<file path="src/include/byte_op_pkg.sv">
// Purpose: Shared constants, types and helpers for the byte-op, skip and branch executor.
// Assumes: 14-bit instruction words, 8-bit data, 7-bit file addresses, 15-bit program counter.
// Notes: Opcode values below are a local encoding of this core.
package byte_op_pkg;

  localparam int INSTR_W = 14;
  localparam int DATA_W = 8;
  localparam int FADDR_W = 7;
  localparam int PC_W = 15;
  localparam int LATCH_W = 7;
  localparam int BR_LIT_W = 11;
  localparam int UPPER_W = 4;

  // Field positions inside the instruction word.
  localparam int OPC_MSB = 13;
  localparam int OPC_LSB = 8;
  localparam int BR_OPC_LSB = 11;
  localparam int DEST_POS = 7;
  localparam int FADDR_MSB = 6;
  localparam int LIT_MSB = 7;
  localparam int BR_LIT_MSB = 10;

  // Latch bits that feed the upper program counter bits on a branch.
  localparam int LATCH_UP_MSB = 6;
  localparam int LATCH_UP_LSB = 3;

  // Opcodes.
  localparam logic [5:0] OP_CLEAR_WORKING = 6'h01;
  localparam logic [5:0] OP_DECREMENT_FILE = 6'h03;
  localparam logic [5:0] OP_DECREMENT_SKIP = 6'h0b;
  localparam logic [5:0] OP_INCREMENT_SKIP = 6'h0f;
  localparam logic [5:0] OP_OR_LITERAL = 6'h38;
  localparam logic [2:0] OP_BRANCH = 3'h5;

  // Values after reset and constant results.
  localparam logic [7:0] WORKING_RESET = 8'h00;
  localparam logic [7:0] CLEAR_VALUE = 8'h00;
  localparam logic [7:0] STEP_ONE = 8'h01;
  localparam logic ZERO_RESET = 1'b0;
  localparam logic [14:0] PC_TARGET_RESET = 15'h0000;
  localparam logic [6:0] FADDR_RESET = 7'h00;

  typedef enum logic [0:0] {
    ST_RUN = 1'b0,
    ST_FLUSH = 1'b1
  } exec_state_t;

  // Zero test of an 8-bit result.
  function automatic logic is_zero(input logic [7:0] value);
    is_zero = (value == 8'h00);
  endfunction

endpackage

</file>
<file path="src/rtl/byte_op_skip_branch_exec.sv">
// Purpose: Executes decrement, clear, skip-on-zero, branch and OR-literal instructions.
// Assumes: The file register array answers a read address in the same cycle.
// Notes: A zero skip result or a branch turns the following instruction slot into a no-operation.
// Function
// RULE1 - Decrement-file subtracts one from file f and writes W or f by d, updating zero.
// RULE2 - Clear-working loads W with 00h and sets the zero flag.
// RULE3 - Decrement-skip subtracts one from file f, writes W or f by d, flags unchanged.
// RULE4 - A zero decrement-skip result makes the next slot a no-operation, two cycles.
// RULE5 - Increment-skip adds one to file f, writes W or f by d, flags unchanged.
// RULE6 - A zero increment-skip result makes the next slot a no-operation, two cycles.
// RULE7 - The branch loads its 11-bit literal into program counter bits 10 to 0, no flags.
// RULE8 - The branch fills program counter bits 14 to 11 from latch bits 6 to 3.
// RULE9 - The branch always takes two cycles, the next fetched slot not executing.
// RULE10 - OR-literal ORs an 8-bit literal into W and updates the zero flag.
// RULE11 - A decrement-file or OR-literal result sets zero when the 8-bit result is zero and clears it otherwise.
`timescale 1ns/1ps

module byte_op_skip_branch_exec (
  input wire logic clk_i,
  input wire logic rst_i,
  input wire logic [byte_op_pkg::INSTR_W-1:0] instr_i,
  input wire logic instr_valid_i,
  input wire logic [byte_op_pkg::DATA_W-1:0] file_rdata_i,
  input wire logic [byte_op_pkg::LATCH_W-1:0] program_counter_latch_high_i,
  output logic instr_ready_o,
  output logic [byte_op_pkg::FADDR_W-1:0] file_raddr_o,
  output logic file_we_o,
  output logic [byte_op_pkg::FADDR_W-1:0] file_waddr_o,
  output logic [byte_op_pkg::DATA_W-1:0] file_wdata_o,
  output logic [byte_op_pkg::DATA_W-1:0] working_o,
  output logic zero_o,
  output logic pc_load_o,
  output logic [byte_op_pkg::PC_W-1:0] pc_target_o,
  output logic flush_o
);
  import byte_op_pkg::*;

  exec_state_t state_r;
  exec_state_t state_nxt;
  logic [5:0] opc;
  logic [2:0] br_opc;
  logic dest;
  logic take;
  logic decrement_file_op;
  logic clear_working_op;
  logic decrement_skip_zero_op;
  logic increment_skip_zero_op;
  logic or_literal_working_op;
  logic unconditional_branch_op;
  logic file_op;
  logic skip;
  logic [7:0] dec_res;
  logic [7:0] inc_res;
  logic [7:0] or_res;
  logic [7:0] file_res;
  logic [7:0] working_r;
  logic zero_r;
  logic file_we_r;
  logic [6:0] file_waddr_r;
  logic [7:0] file_wdata_r;
  logic pc_load_r;
  logic [14:0] pc_target_r;

  // Instruction field decode.
  assign opc = instr_i[OPC_MSB:OPC_LSB];
  assign br_opc = instr_i[OPC_MSB:BR_OPC_LSB];
  assign dest = instr_i[DEST_POS];
  assign file_raddr_o = instr_i[FADDR_MSB:0];

  // An instruction is taken only in the run state; a flushed slot is dropped.
  assign take = (state_r == ST_RUN) && instr_valid_i;
  assign instr_ready_o = (state_r == ST_RUN);
  assign flush_o = (state_r == ST_FLUSH);

  assign decrement_file_op = take && (opc == OP_DECREMENT_FILE);
  assign clear_working_op = take && (opc == OP_CLEAR_WORKING);
  assign decrement_skip_zero_op = take && (opc == OP_DECREMENT_SKIP);
  assign increment_skip_zero_op = take && (opc == OP_INCREMENT_SKIP);
  assign or_literal_working_op = take && (opc == OP_OR_LITERAL);
  assign unconditional_branch_op = take && (br_opc == OP_BRANCH);

  // Datapath results.
  assign dec_res = file_rdata_i - STEP_ONE; // see RULE1 see RULE3
  assign inc_res = file_rdata_i + STEP_ONE; // see RULE5
  assign or_res = working_r | instr_i[LIT_MSB:0]; // see RULE10
  assign file_res = increment_skip_zero_op ? inc_res : dec_res;
  assign file_op = decrement_file_op || decrement_skip_zero_op || increment_skip_zero_op;
  assign skip = (decrement_skip_zero_op || increment_skip_zero_op)
                && is_zero(file_res); // see RULE4 see RULE6

  // A zero skip result or any branch turns the next slot into a no-operation.
  always_comb begin
    case (state_r)
      ST_RUN: begin
        if (skip || unconditional_branch_op) begin // see RULE4 see RULE6 see RULE9
          state_nxt = ST_FLUSH;
        end else begin
          state_nxt = ST_RUN;
        end
      end
      ST_FLUSH: begin
        state_nxt = ST_RUN;
      end
      default: begin
        state_nxt = ST_RUN;
      end
    endcase
  end

  always_ff @(posedge clk_i) begin
    if (rst_i) begin
      state_r <= ST_RUN;
    end else begin
      state_r <= state_nxt;
    end
  end

  // Working register.
  always_ff @(posedge clk_i) begin
    if (rst_i) begin
      working_r <= WORKING_RESET;
    end else if (file_op && !dest) begin
      working_r <= file_res; // see RULE1 see RULE3 see RULE5
    end else if (clear_working_op) begin
      working_r <= CLEAR_VALUE; // see RULE2
    end else if (or_literal_working_op) begin
      working_r <= or_res; // see RULE10
    end
  end

  // Zero flag; skip and branch instructions leave it alone.
  always_ff @(posedge clk_i) begin
    if (rst_i) begin
      zero_r <= ZERO_RESET;
    end else if (decrement_file_op) begin
      zero_r <= is_zero(dec_res); // see RULE1 see RULE11
    end else if (clear_working_op) begin
      zero_r <= 1'b1; // see RULE2
    end else if (or_literal_working_op) begin
      zero_r <= is_zero(or_res); // see RULE10 see RULE11
    end
  end

  // File register write-back, one cycle after execution.
  always_ff @(posedge clk_i) begin
    if (rst_i) begin
      file_we_r <= 1'b0;
      file_waddr_r <= FADDR_RESET;
      file_wdata_r <= CLEAR_VALUE;
    end else begin
      file_we_r <= file_op && dest; // see RULE1 see RULE3 see RULE5
      if (file_op) begin
        file_waddr_r <= instr_i[FADDR_MSB:0];
        file_wdata_r <= file_res;
      end
    end
  end

  // Program counter load on a branch.
  always_ff @(posedge clk_i) begin
    if (rst_i) begin
      pc_load_r <= 1'b0;
      pc_target_r <= PC_TARGET_RESET;
    end else begin
      pc_load_r <= unconditional_branch_op;
      if (unconditional_branch_op) begin
        pc_target_r <= {program_counter_latch_high_i[LATCH_UP_MSB:LATCH_UP_LSB], // see RULE8
                        instr_i[BR_LIT_MSB:0]}; // see RULE7
      end
    end
  end

  assign working_o = working_r;
  assign zero_o = zero_r;
  assign file_we_o = file_we_r;
  assign file_waddr_o = file_waddr_r;
  assign file_wdata_o = file_wdata_r;
  assign pc_load_o = pc_load_r;
  assign pc_target_o = pc_target_r;
endmodule // byte_op_skip_branch_exec

</file>
<file path="config.mk">
export PLATFORM = sky130hd
export DESIGN_NAME = byte_op_skip_branch_exec
export DESIGN_NICKNAME = d
export VERILOG_FILES = /design/src/include/byte_op_pkg.sv /design/src/rtl/byte_op_skip_branch_exec.sv
export SDC_FILE = /design/constraint.sdc
export NUM_CORES = 1
export LEC_CHECK = 0
export ABC_AREA = 1
export ABC_CLOCK_PERIOD_IN_PS = 1500
export BUFFER_PORTS_ARGS = -buffer_cell sky130_fd_sc_hd__buf_2
export CORE_MARGIN = 5
export CORE_UTILIZATION = 35
export DETAILED_ROUTE_END_ITERATION = 7
export PLACE_DENSITY = 0.6
export SYNTH_ARGS = -nofsm -noshare
export SYNTH_HDL_FRONTEND = slang
export SYNTH_SLANG_ARGS = --single-unit
export TNS_END_PERCENT = 20
</file>
<file path="constraint.sdc">
create_clock -name clk_i -period 1.5 [get_ports clk_i]
set_clock_uncertainty 0.1 [all_clocks]
set_input_delay 0.3 -clock clk_i [delete_from_list [all_inputs] [get_ports clk_i]]
set_output_delay 0.3 -clock clk_i [all_outputs]
set_load 0.005 [all_outputs]
</file>
==> run_results.csv, run 1 <==
group,metric,value,unit
detailed_routing,routedWlPerCell,12.6,µm
sta,layout_worst_path_cycle_share,104,%
setup_path,criticalPathCategory,"reg2reg",
placement,dpl.hpwl,5.27,mm
sta,final_period_minus_worst_setup_slack,1.55,ns
outcome,run_status,"finished, violations left",
finish,design.final.nets,492,
detailed_routing,routed_wirelength,6.75,mm
setup_path,end_kind,"flip-flop",
logic_synthesis,synth_top_cell_by_area,"sky130_fd_sc_hd__dfxtp_1",
outcome,failed_checks,"negative setup slack",
detailed_routing,num_vias,2509,
sta,slew_headroom,82.2,%
floorplan,top_level_ports,82,
detailed_routing,drt_iter0_markers,78,
global_route,grt_max_degree,25,
detailed_routing,ant_nets,0,
clocking,clock_tree_from_tritoncts,"yes",
setup_path,critPathSlowestCell,"sky130_fd_sc_hd__dfxtp_2",
sta,hold_violations,0,
clocking,clock_sinks,42,
clocking,root_buffer,"sky130_fd_sc_hd__clkbuf_8",
finish,nFillCells,653,
logic_synthesis,ys.warnings.count,0,
detailed_routing,via_per_inst,4.69,
setup_path,crit_chain,"inv_2, nand2_4, nor2_4, inv_2, nor3_4, buf_6, nor2_4, nand2_1, o211ai_1, nand2_1, inv_1",
logic_synthesis,yosys-top-cells-count,"sky130_fd_sc_hd__nand2_1 (75), sky130_fd_sc_hd__inv_1 (43), sky130_fd_sc_hd__dfxtp_1 (42), sky130_fd_sc_hd__nor2_1 (42), sky130_fd_sc_hd__o21ai_0 (31)",
flow_run,timing.max_cap.violations,0,
logic_synthesis,ys_seq_area_share,36.0,%
global_route,first_pass_grt_wire_length,11.0,mm
finish,diodes,0,
floorplan,core_area,6420,µm²
sta,timing_max_transition_violations_final,0,
placement,routabilityCongestion,0.812,
clocking,clock_tree_buffer_depth,2,
global_route,grt_pass1_vias,2368,
logic_synthesis,top_cell_type_s_share_of_synthesized_area,36.0,%
floorplan,starting_density_of_the_core,36.4,%
setup_path,critPathMaxStageDelay,0.35,ns
clocking,maximum_level_of_the_cts_h_tree,2,
logic_synthesis,synth_nets,381,
global_route,grt.total_usage,15.9,%
setup_path,worstPathRequired,1.60,ns
floorplan,die-width,91.7,µm
logic_synthesis,mappedNetlistArea,2340,µm²
sta,rsz0062_at_grt,"yes",
pwr,power-per-cell-area,816,nW/µm²
setup_path,rr_startpoint,"flush_o",
logic_synthesis,synthFlopType,"sky130_fd_sc_hd__dfxtp_1",
detailed_routing,drc,0,
logic_synthesis,leading_cell_type_by_number_of_instances_after_synthesis,"sky130_fd_sc_hd__nand2_1",
setup_path,crit_arrival,1.65,ns
finish,synthToLayoutAreaGrowth,40.3,%
clocking,numCtsBuffers,5,
global_route,grt_overflow,0,
clocking,worst_path_clk_slew,0.09,ns
logic_synthesis,yosys.area_share.adder,1.61,%
logic_synthesis,ys_ff_latch,42,
logic_synthesis,compound_gate_portion_of_the_synthesized_area,16.0,%
logic_synthesis,yosys.area_share.simple,32.6,%
sta,fin_hold_ws,0.134,ns
setup_path,setup.worst_path.start_class,"flip-flop",
clocking,clock_insertion_delay_worst_skew,0.30,ns
logic_synthesis,syn_avg_cell_area,6.75,µm²
logic_synthesis,synth_area_leaders,"sky130_fd_sc_hd__dfxtp_1 (36%), sky130_fd_sc_hd__nand2_1 (12%), sky130_fd_sc_hd__inv_1 (6.9%)",
setup_path,critPathMaxFanout,8,
floorplan,fp.dieH,91.7,µm
logic_synthesis,synth_cell_type_count,32,
placement,port_buffers,78,
finish,post_route_cells_drive_above_1_share,37.6,%
sta,report.final.setup_viol,11,
logic_synthesis,ys_async_sr_fraction,0,%
logic_synthesis,synth_cells,346,
floorplan,area_of_the_die,8410,µm²
logic_synthesis,synth_top_family_by_area,"simple AND/OR/NAND/NOR gates",
hold_path,worst_hold_startpoint,"rst_i",
clocking,postCtsHoldBufs,0,
pwr,worst_ir_drop_vdd,0.646,mV
setup_path,timing.critical_path.from,"flush_o",
floorplan,placementRows,29,
logic_synthesis,post_synth_edffs,0,
placement,placed_area,3020,µm²
sta,final_ws_setup,-0.0549,ns
logic_synthesis,share_of_synthesized_area_spent_on_multiplexers,0,%
logic_synthesis,synth_xor_xnor_area_share,0.375,%
sta,worst_pin_slew,0.265,ns
pwr,leakagePower,1.76,nW
sta,achievable-frequency,643,MHz
hold_path,hp-class,"in2reg",
global_route,antenna_found_initial,0,
finish,postLayoutCellArea,3280,µm²
detailed_routing,drt_pre_antenna_iters,4,
==> through the flow <==
step	power (W)	util (%)	TNS [ns]	cells	worst slack [ns]
after floorplan	0.00139	-	0	346	0.00311
after global placement	0.00156	47.0	-2.25	523	-0.195
after detailed placement	0.00157	47.0	-2.87	523	-0.224
after CTS	0.00268	50.1	-0.0994	534	-0.0341
after global routing	0.00278	51.0	-2.32	535	-0.138
final	0.00267	51.0	-0.225	535	-0.0549
==> state kept, by name (all words and copies together) (netlist names) <==
register,cells
flush_o,1
file_wdata_o,8
file_we_o,1
zero_o,1
file_waddr_o,7
working_o,8
pc_load_o,1
pc_target_o,15
==> timing repair <==
item	CTS	global route
setup buffers	3	1
pin swaps	10	12
hold endpoints to repair	0	0
endpoints found under the setup margin	26	33
gates resized for setup	12	17
==> placed cells by master (no fill, tap or decap), drive strengths merged, types with 5 or more instances in the layout <==
cell type / n
a21oi: 18
a31oi: 8
buf: 122
clkbuf: 6
dfxtp: 42
inv: 49
nand2: 80
nand3: 18
nand4: 8
nor2: 50
nor3: 5
o21ai: 37
==> layer usage <==
layer,GRT usage [%],part of all wire (%),vias to the layer above
li1,-,-,1323
met2,26.0,47,50
met5,0,0,-
met4,4.83,0.96,0
met3,2.86,4.6,7
met1,21.2,47,1129
==> power breakdown <==
| group | switching, W | internal, W | total [W] |
|---|---|---|---|
| registers | 0.0000133 | 0.00114 | 0.00115 |
| logic | 0.000230 | 0.000177 | 0.000407 |
| clock network | 0.000403 | 0.000710 | 0.00111 |
| total | 0.000646 | 0.00203 | 0.00267 |
==> worst paths after layout <==
kind,cells after the start,slack (ns),end
setup / recovery,11,-0.05,working_o[5]
hold / removal,2,0.13,working_o[7]
setup reg to reg,11,-0.05,working_o[5]
hold reg to reg,2,0.38,pc_target_o[12]
==> cells by family (layout without fill, tap and decap cells) <==
logic type | count (synthesis) | in the layout
and+or+nand+nor | 165 | 165
AOI/OAI and AO/OA | 68 | 68
buffers and inverters | 67 | 179
DFF | 42 | 42
adders and majority gates | 3 | 3
xor gates and xnor gates | 1 | 1
==> layout make-up <==
cell class	instances	area [µm²]	share of cell area [%]
Sequential cell	42	842	25.7
Clock inverter	2	60.1	1.83
Multi-Input combinational cell	237	1260	38.3
Tap cell	77	96.3	2.94
Timing Repair Buffer	122	757	23.1
Inverter	49	184	5.61
Clock buffer	6	82.6	2.52
==> worst max-delay path: cells and delay by family (launching register included) <==
kind	cells	cell delay, ns
AOI/OAI and AO/OA	1	0.08
buffers and inverters	4	0.32
DFF	1	0.35
and+or+nand+nor	6	0.59
Power figures use the tool's default switching activity.
==> inputs of run 2 (changes only) <==
Settings changed: BUFFER_PORTS_ARGS -buffer_cell sky130_fd_sc_hd__buf_2 to unset, DONT_BUFFER_PORTS set to 1, PLACE_DENSITY 0.6 to 0.49.
==> run 2 against run 1 <==
Net effect:
- the run still ends with negative setup slack left
- clock-buffer cell count decreased by 1
- first-iteration DRC count increased by 9.0%
- non-clock buffer count decreased by 83
- register-to-register slack improved by 0.03 ns
- sequential cell count unchanged
- final cell count decreased by 16%
- via count decreased by 13%
- clock power decreased by 17%
- setup slack improved by 0.026 ns
- worst hold slack got worse by 0.093 ns
- die area unchanged
- global-route usage decreased by 0.39 points
- highest routed layer unchanged
==> run_results.csv, run 2 (synthesis gave the netlist of run 1 again) <==
group,metric,value,unit
global_route,grt_overflow,0,
finish,design.final.nets,409,
placement,dpl.hpwl,5.03,mm
clocking,numCtsBuffers,5,
pwr,worst_ir_drop_vdd,0.346,mV
pwr,seq_power_share,48.6,%
setup_path,endpoint,"flush_o",
detailed_routing,drc,0,
finish,postLayoutCellArea,2870,µm²
finish,post_route_cells_drive_above_1_share,24.0,%
sta,final_ws_setup,-0.0286,ns
floorplan,fp.dieH,91.7,µm
outcome,run_status,"finished, violations left",
pwr,leakagePower,1.36,nW
clocking,clock_insertion_delay_worst_skew,0.30,ns
sta,layout_worst_path_cycle_share,102,%
floorplan,placementRows,29,
floorplan,top_level_ports,82,
sta,timing_max_transition_violations_final,0,
setup_path,critPathMaxFanout,3,
finish,mostFrequentLayoutCell,"sky130_fd_sc_hd__nand2_1",
detailed_routing,ant_nets,0,
clocking,worst_path_clk_slew,0.09,ns
sta,fin_hold_ws,0.0416,ns
flow_run,timing.max_cap.violations,0,
sta,hold_violations,0,
setup_path,end_kind,"flip-flop",
detailed_routing,drt_pre_antenna_iters,4,
global_route,grt_max_degree,28,
clocking,clock_tree_buffer_depth,2,
sta,final_period_minus_worst_setup_slack,1.53,ns
finish,nFillCells,676,
detailed_routing,routedWlPerCell,14.4,µm
sta,achievable-frequency,654,MHz
sta,report.final.setup_viol,5,
finish,synthToLayoutAreaGrowth,22.8,%
detailed_routing,drt_iter0_markers,85,
setup_path,critical_path.reg2reg.endpoint,"flush_o",
clocking,maximum_level_of_the_cts_h_tree,2,
global_route,grt_pass1_vias,2058,
placement,port_buffers,0,
clocking,clock_sinks,42,
sta,rsz0062_at_grt,"yes",
pwr,p_sw,0.000618,W
detailed_routing,routed_wirelength,6.52,mm
floorplan,die-width,91.7,µm
setup_path,regToRegSetupSlack,-0.03,ns
sta,slew_headroom,80.8,%
finish,commonest_cells_after_routing_fill_and_taps_aside,"sky130_fd_sc_hd__nand2_1 (68), sky130_fd_sc_hd__dfxtp_1 (41), sky130_fd_sc_hd__inv_1 (40)",
setup_path,crit_arrival,1.67,ns
finish,diodes,0,
pwr,netSwitchingFraction,25.9,%
sta,worst_pin_slew,0.285,ns
outcome,failed_checks,"negative setup slack",
setup_path,timing.critical_path.from,"flush_o",
pwr,pwr-share-clk,38.8,%
setup_path,timing.reg2reg.worst_path_depth,9,
finish,seq_area,842,µm²
setup_path,setup.worst_path.start_class,"flip-flop",
global_route,first_pass_grt_wire_length,10.5,mm
detailed_routing,num_vias,2190,
detailed_routing,via_per_inst,4.85,
pwr,power.combinational.fraction,12.6,%
clocking,clock_tree_from_tritoncts,"yes",
clocking,root_buffer,"sky130_fd_sc_hd__clkbuf_8",
finish,multi_input_area,1260,µm²
floorplan,starting_density_of_the_core,36.4,%
setup_path,rr_startpoint,"flush_o",
finish,largest_register_ffs,15,
placement,routabilityCongestion,0.815,
global_route,antenna_found_initial,0,
floorplan,core_area,6420,µm²
global_route,grt.total_usage,15.5,%
pwr,power.internal,0.00177,W
sta,setup-tns-final,-0.0742,ns
floorplan,area_of_the_die,8410,µm²
placement,placed_area,2600,µm²
hold_path,hp-class,"in2reg",
pwr,power-per-cell-area,832,nW/µm²
setup_path,worstPathRequired,1.64,ns
setup_path,criticalPathCategory,"reg2reg",
run 2: critical path, stage by stage, from the launching register on:
cell	delay, ns
sky130_fd_sc_hd__dfxtp_2	0.34
sky130_fd_sc_hd__inv_2	0.07
sky130_fd_sc_hd__nand2_4	0.08
sky130_fd_sc_hd__nor2_4	0.15
sky130_fd_sc_hd__nand2_2	0.09
sky130_fd_sc_hd__nand2_1	0.09
sky130_fd_sc_hd__nand2_1	0.10
sky130_fd_sc_hd__nor3_2	0.21
sky130_fd_sc_hd__nand3_1	0.12
sky130_fd_sc_hd__a21oi_2	0.12
run 2: timing repair:
| item | in CTS | in global routing |
|---|---|---|
| hold buffers | 2 | 0 |
| setup buffers | 2 | 2 |
| cloned | 0 | 0 |
| pin swaps | 11 | 10 |
| endpoints found under the hold margin | 5 | 0 |
| resized for setup | 22 | 15 |
| setup endpoints to repair | 21 | 28 |
run 2: final cells by class:
type | count | share of cell area, %
Inverter | 49 | 6.63
Sequential cell | 42 | 29.4
Clock inverter | 3 | 1.53
Multi-Input combinational cell | 237 | 44.0
Timing Repair Buffer | 39 | 12.7
Clock buffer | 5 | 2.40
Tap cell | 77 | 3.36
run 2: per-layer routing:
| metal | up-vias | GRT usage, % | wire length [µm] |
|---|---|---|---|
| li1 | 1158 | - | - |
| met1 | 969 | 20.4 | 2970 |
| met2 | 59 | 24.3 | 2970 |
| met3 | 4 | 5.16 | 493 |
| met4 | 0 | 4.08 | 76 |
| met5 | - | 0 | 0 |
run 2: power by group through the flow:
| stage | registers [W] | logic [W] | clock network (W) |
|---|---|---|---|
| finish | 0.00116 | 0.000302 | 0.000925 |
| global route | 0.00116 | 0.000341 | 0.00100 |
| CTS | 0.00116 | 0.000296 | 0.000967 |
| detailed placement | 0.00119 | 0.000277 | 0 |
| global placement | 0.00119 | 0.000276 | 0 |
| floorplan | 0.00118 | 0.000208 | 0 |
run 2: worst min path at each step:
stage,cells past startpoint,slack (ns),startpoint,to
after floorplan,1,0.27,rst_i,working_o[6]
after global placement,1,0.27,rst_i,working_o[7]
after detailed placement,1,0.27,rst_i,working_o[7]
after CTS,2,0.03,instr_i[4],file_waddr_o[4]
after global routing,2,0.03,instr_i[3],file_waddr_o[3]
final,2,0.04,instr_i[1],file_waddr_o[1]
run 2: stage by stage:
stage	instances	util, %	power, W	setup slack [ns]
3_5_place_dp	438	40.5	0.00147	-0.126
6_report	452	44.7	0.00239	-0.0286
2_1_floorplan	346	-	0.00139	0.00311
4_1_cts	450	43.9	0.00242	-0.0565
3_3_place_gp	438	40.5	0.00146	-0.0816
5_1_grt	452	44.7	0.00251	-0.129
==> inputs of run 3 (changes only) <==
Settings changed: HOLD_SLACK_MARGIN set to 0.08, SKIP_CTS_REPAIR_TIMING set to 1.
==> run 3 against run 2 <==
Net effect:
- the flow still finishes with violations (negative setup slack)
- fmax decreased by 0.88%
- sequential power about the same
- critical path depth increased by 2
- critical endpoint unchanged
==> run_results.csv, run 3 (synthesis gave the netlist of run 1 again) <==
group,metric,value,unit
detailed_routing,drc,0,
finish,commonest_cells_after_routing_fill_and_taps_aside,"sky130_fd_sc_hd__nand2_1 (71), sky130_fd_sc_hd__inv_1 (42), sky130_fd_sc_hd__dfxtp_1 (41)",
clocking,numCtsBuffers,5,
clocking,clock_insertion_delay_worst_skew,0.29,ns
floorplan,fp.dieH,91.7,µm
setup_path,end_kind,"flip-flop",
detailed_routing,ant_nets,0,
setup_path,critPathSlowestCell,"sky130_fd_sc_hd__dfxtp_2",
global_route,grt_overflow,0,
global_route,grt.total_usage,15.3,%
finish,mostFrequentLayoutCell,"sky130_fd_sc_hd__nand2_1",
setup_path,worstPathRequired,1.63,ns
finish,post_route_cells_drive_above_1_share,21.6,%
setup_path,critPathMaxFanout,3,
global_route,grt_pass1_vias,2036,
clocking,worst_path_clk_slew,0.09,ns
clocking,clock_sinks,42,
setup_path,setup.worst_path.start_class,"flip-flop",
outcome,run_status,"finished, violations left",
sta,final_ws_setup,-0.0421,ns
placement,placement.setup.worst_slack,-0.126,ns
placement,dpl.hpwl,5.03,mm
detailed_routing,routed_wirelength,6.56,mm
detailed_routing,drt_iter0_markers,111,
sta,layout_worst_path_cycle_share,103,%
detailed_routing,routedWlPerCell,14.2,µm
clocking,clock_tree_from_tritoncts,"yes",
floorplan,top_level_ports,82,
global_route,grt_max_degree,28,
detailed_routing,wl_met3,556,µm
floorplan,die-width,91.7,µm
finish,largest_register_ffs,15,
sta,achievable-frequency,648,MHz
sta,timing_max_transition_violations_final,0,
setup_path,crit_chain,"inv_2, nand2_4, nor2_2, nand2_2, buf_4, inv_1, nand2_1, nand2_1, nor3_2, nand3_1, a21oi_2",
floorplan,core_area,6420,µm²
setup_path,critPathMaxStageDelay,0.36,ns
finish,synthToLayoutAreaGrowth,25.6,%
detailed_routing,drt_pre_antenna_iters,5,
finish,diodes,0,
placement,port_buffers,0,
clocking,clock_tree_buffer_depth,2,
sta,slew_headroom,83.5,%
pwr,leakagePower,1.41,nW
setup_path,regToRegSetupSlack,-0.04,ns
placement,routabilityCongestion,0.815,
sta,fin_hold_ws,0.0704,ns
global_route,first_pass_grt_wire_length,10.4,mm
clocking,root_buffer,"sky130_fd_sc_hd__clkbuf_8",
setup_path,crit_arrival,1.68,ns
clocking,maximum_level_of_the_cts_h_tree,2,
hold_path,hp-class,"in2reg",
flow_run,timing.max_cap.violations,0,
setup_path,criticalPathCategory,"reg2reg",
detailed_routing,num_vias,2228,
sta,rsz0062_at_grt,"yes",
detailed_routing,via_per_inst,4.83,
global_route,antenna_found_initial,0,
detailed_routing,met1_length,2.96,mm
setup_path,cpMostUsedCell,"sky130_fd_sc_hd__nand2_1",
sta,report.final.setup_viol,6,
floorplan,starting_density_of_the_core,36.4,%
sta,hold_violations,0,
outcome,failed_checks,"negative setup slack",
sta,final_period_minus_worst_setup_slack,1.54,ns
pwr,power-per-cell-area,819,nW/µm²
pwr,worst_ir_drop_vdd,0.346,mV
sta,worst_pin_slew,0.247,ns
detailed_routing,route.top_layer_used,"met4",
detailed_routing,met2_wirelength,2.97,mm
floorplan,placementRows,29,
floorplan,area_of_the_die,8410,µm²
finish,design.final.nets,418,
## run 3: cell type report
| class | count | area [µm²] |
|---|---|---|
| clock buffers | 5 | 68.8 |
| clock inverters | 3 | 43.8 |
| fillers | 671 | 3490 |
| inverters | 49 | 186 |
| multi-input cells | 237 | 1240 |
| flip-flops and latches | 42 | 842 |
| well taps | 77 | 96.3 |
| repair buffers | 48 | 452 |
## run 3: path summary, 6_finish.rpt
path | cells past startpoint | from | to
worst min register to register | 2 | pc_target_o[1] | pc_target_o[1]
worst max-delay path | 11 | flush_o | flush_o
worst max register to register | 11 | flush_o | flush_o
worst min-delay path | 2 | program_counter_latch_high_i[5] | pc_target_o[13]
## run 3: through the flow
step	power, W	instance area (µm²)	cells	utilization (%)	TNS (ns)
after CTS	0.00241	2720	446	42.3	-1.17
final	0.00240	2930	461	45.7	-0.0907
after floorplan	0.00139	2340	346	-	0
after global placement	0.00146	2600	438	40.5	-0.470
after global routing	0.00253	2930	461	45.7	-1.38
after detailed placement	0.00147	2600	438	40.5	-0.794
## run 3: worst max-delay path: cells and delay by family (launching register included)
family | cells | cell delay [ns]
AO/OA/AOI/OAI | 1 | 0.12
AND/OR/NAND/NOR | 7 | 0.73
buffers and inverters | 3 | 0.18
flip-flops | 1 | 0.36
## run 3: where the power goes
part / internal [W] / switching, W / total, W
sequential: 0.00114 / 0.0000203 / 0.00116
combinational: 0.000145 / 0.000173 / 0.000318
clock: 0.000499 / 0.000424 / 0.000923
## run 3: per-layer routing
metal / vias to the layer above / GRT usage [%]
met5: - / 0
met4: 0 / 4.08
met3: 4 / 5.24
met2: 61 / 23.6
met1: 983 / 20.4
li1: 1180 / -
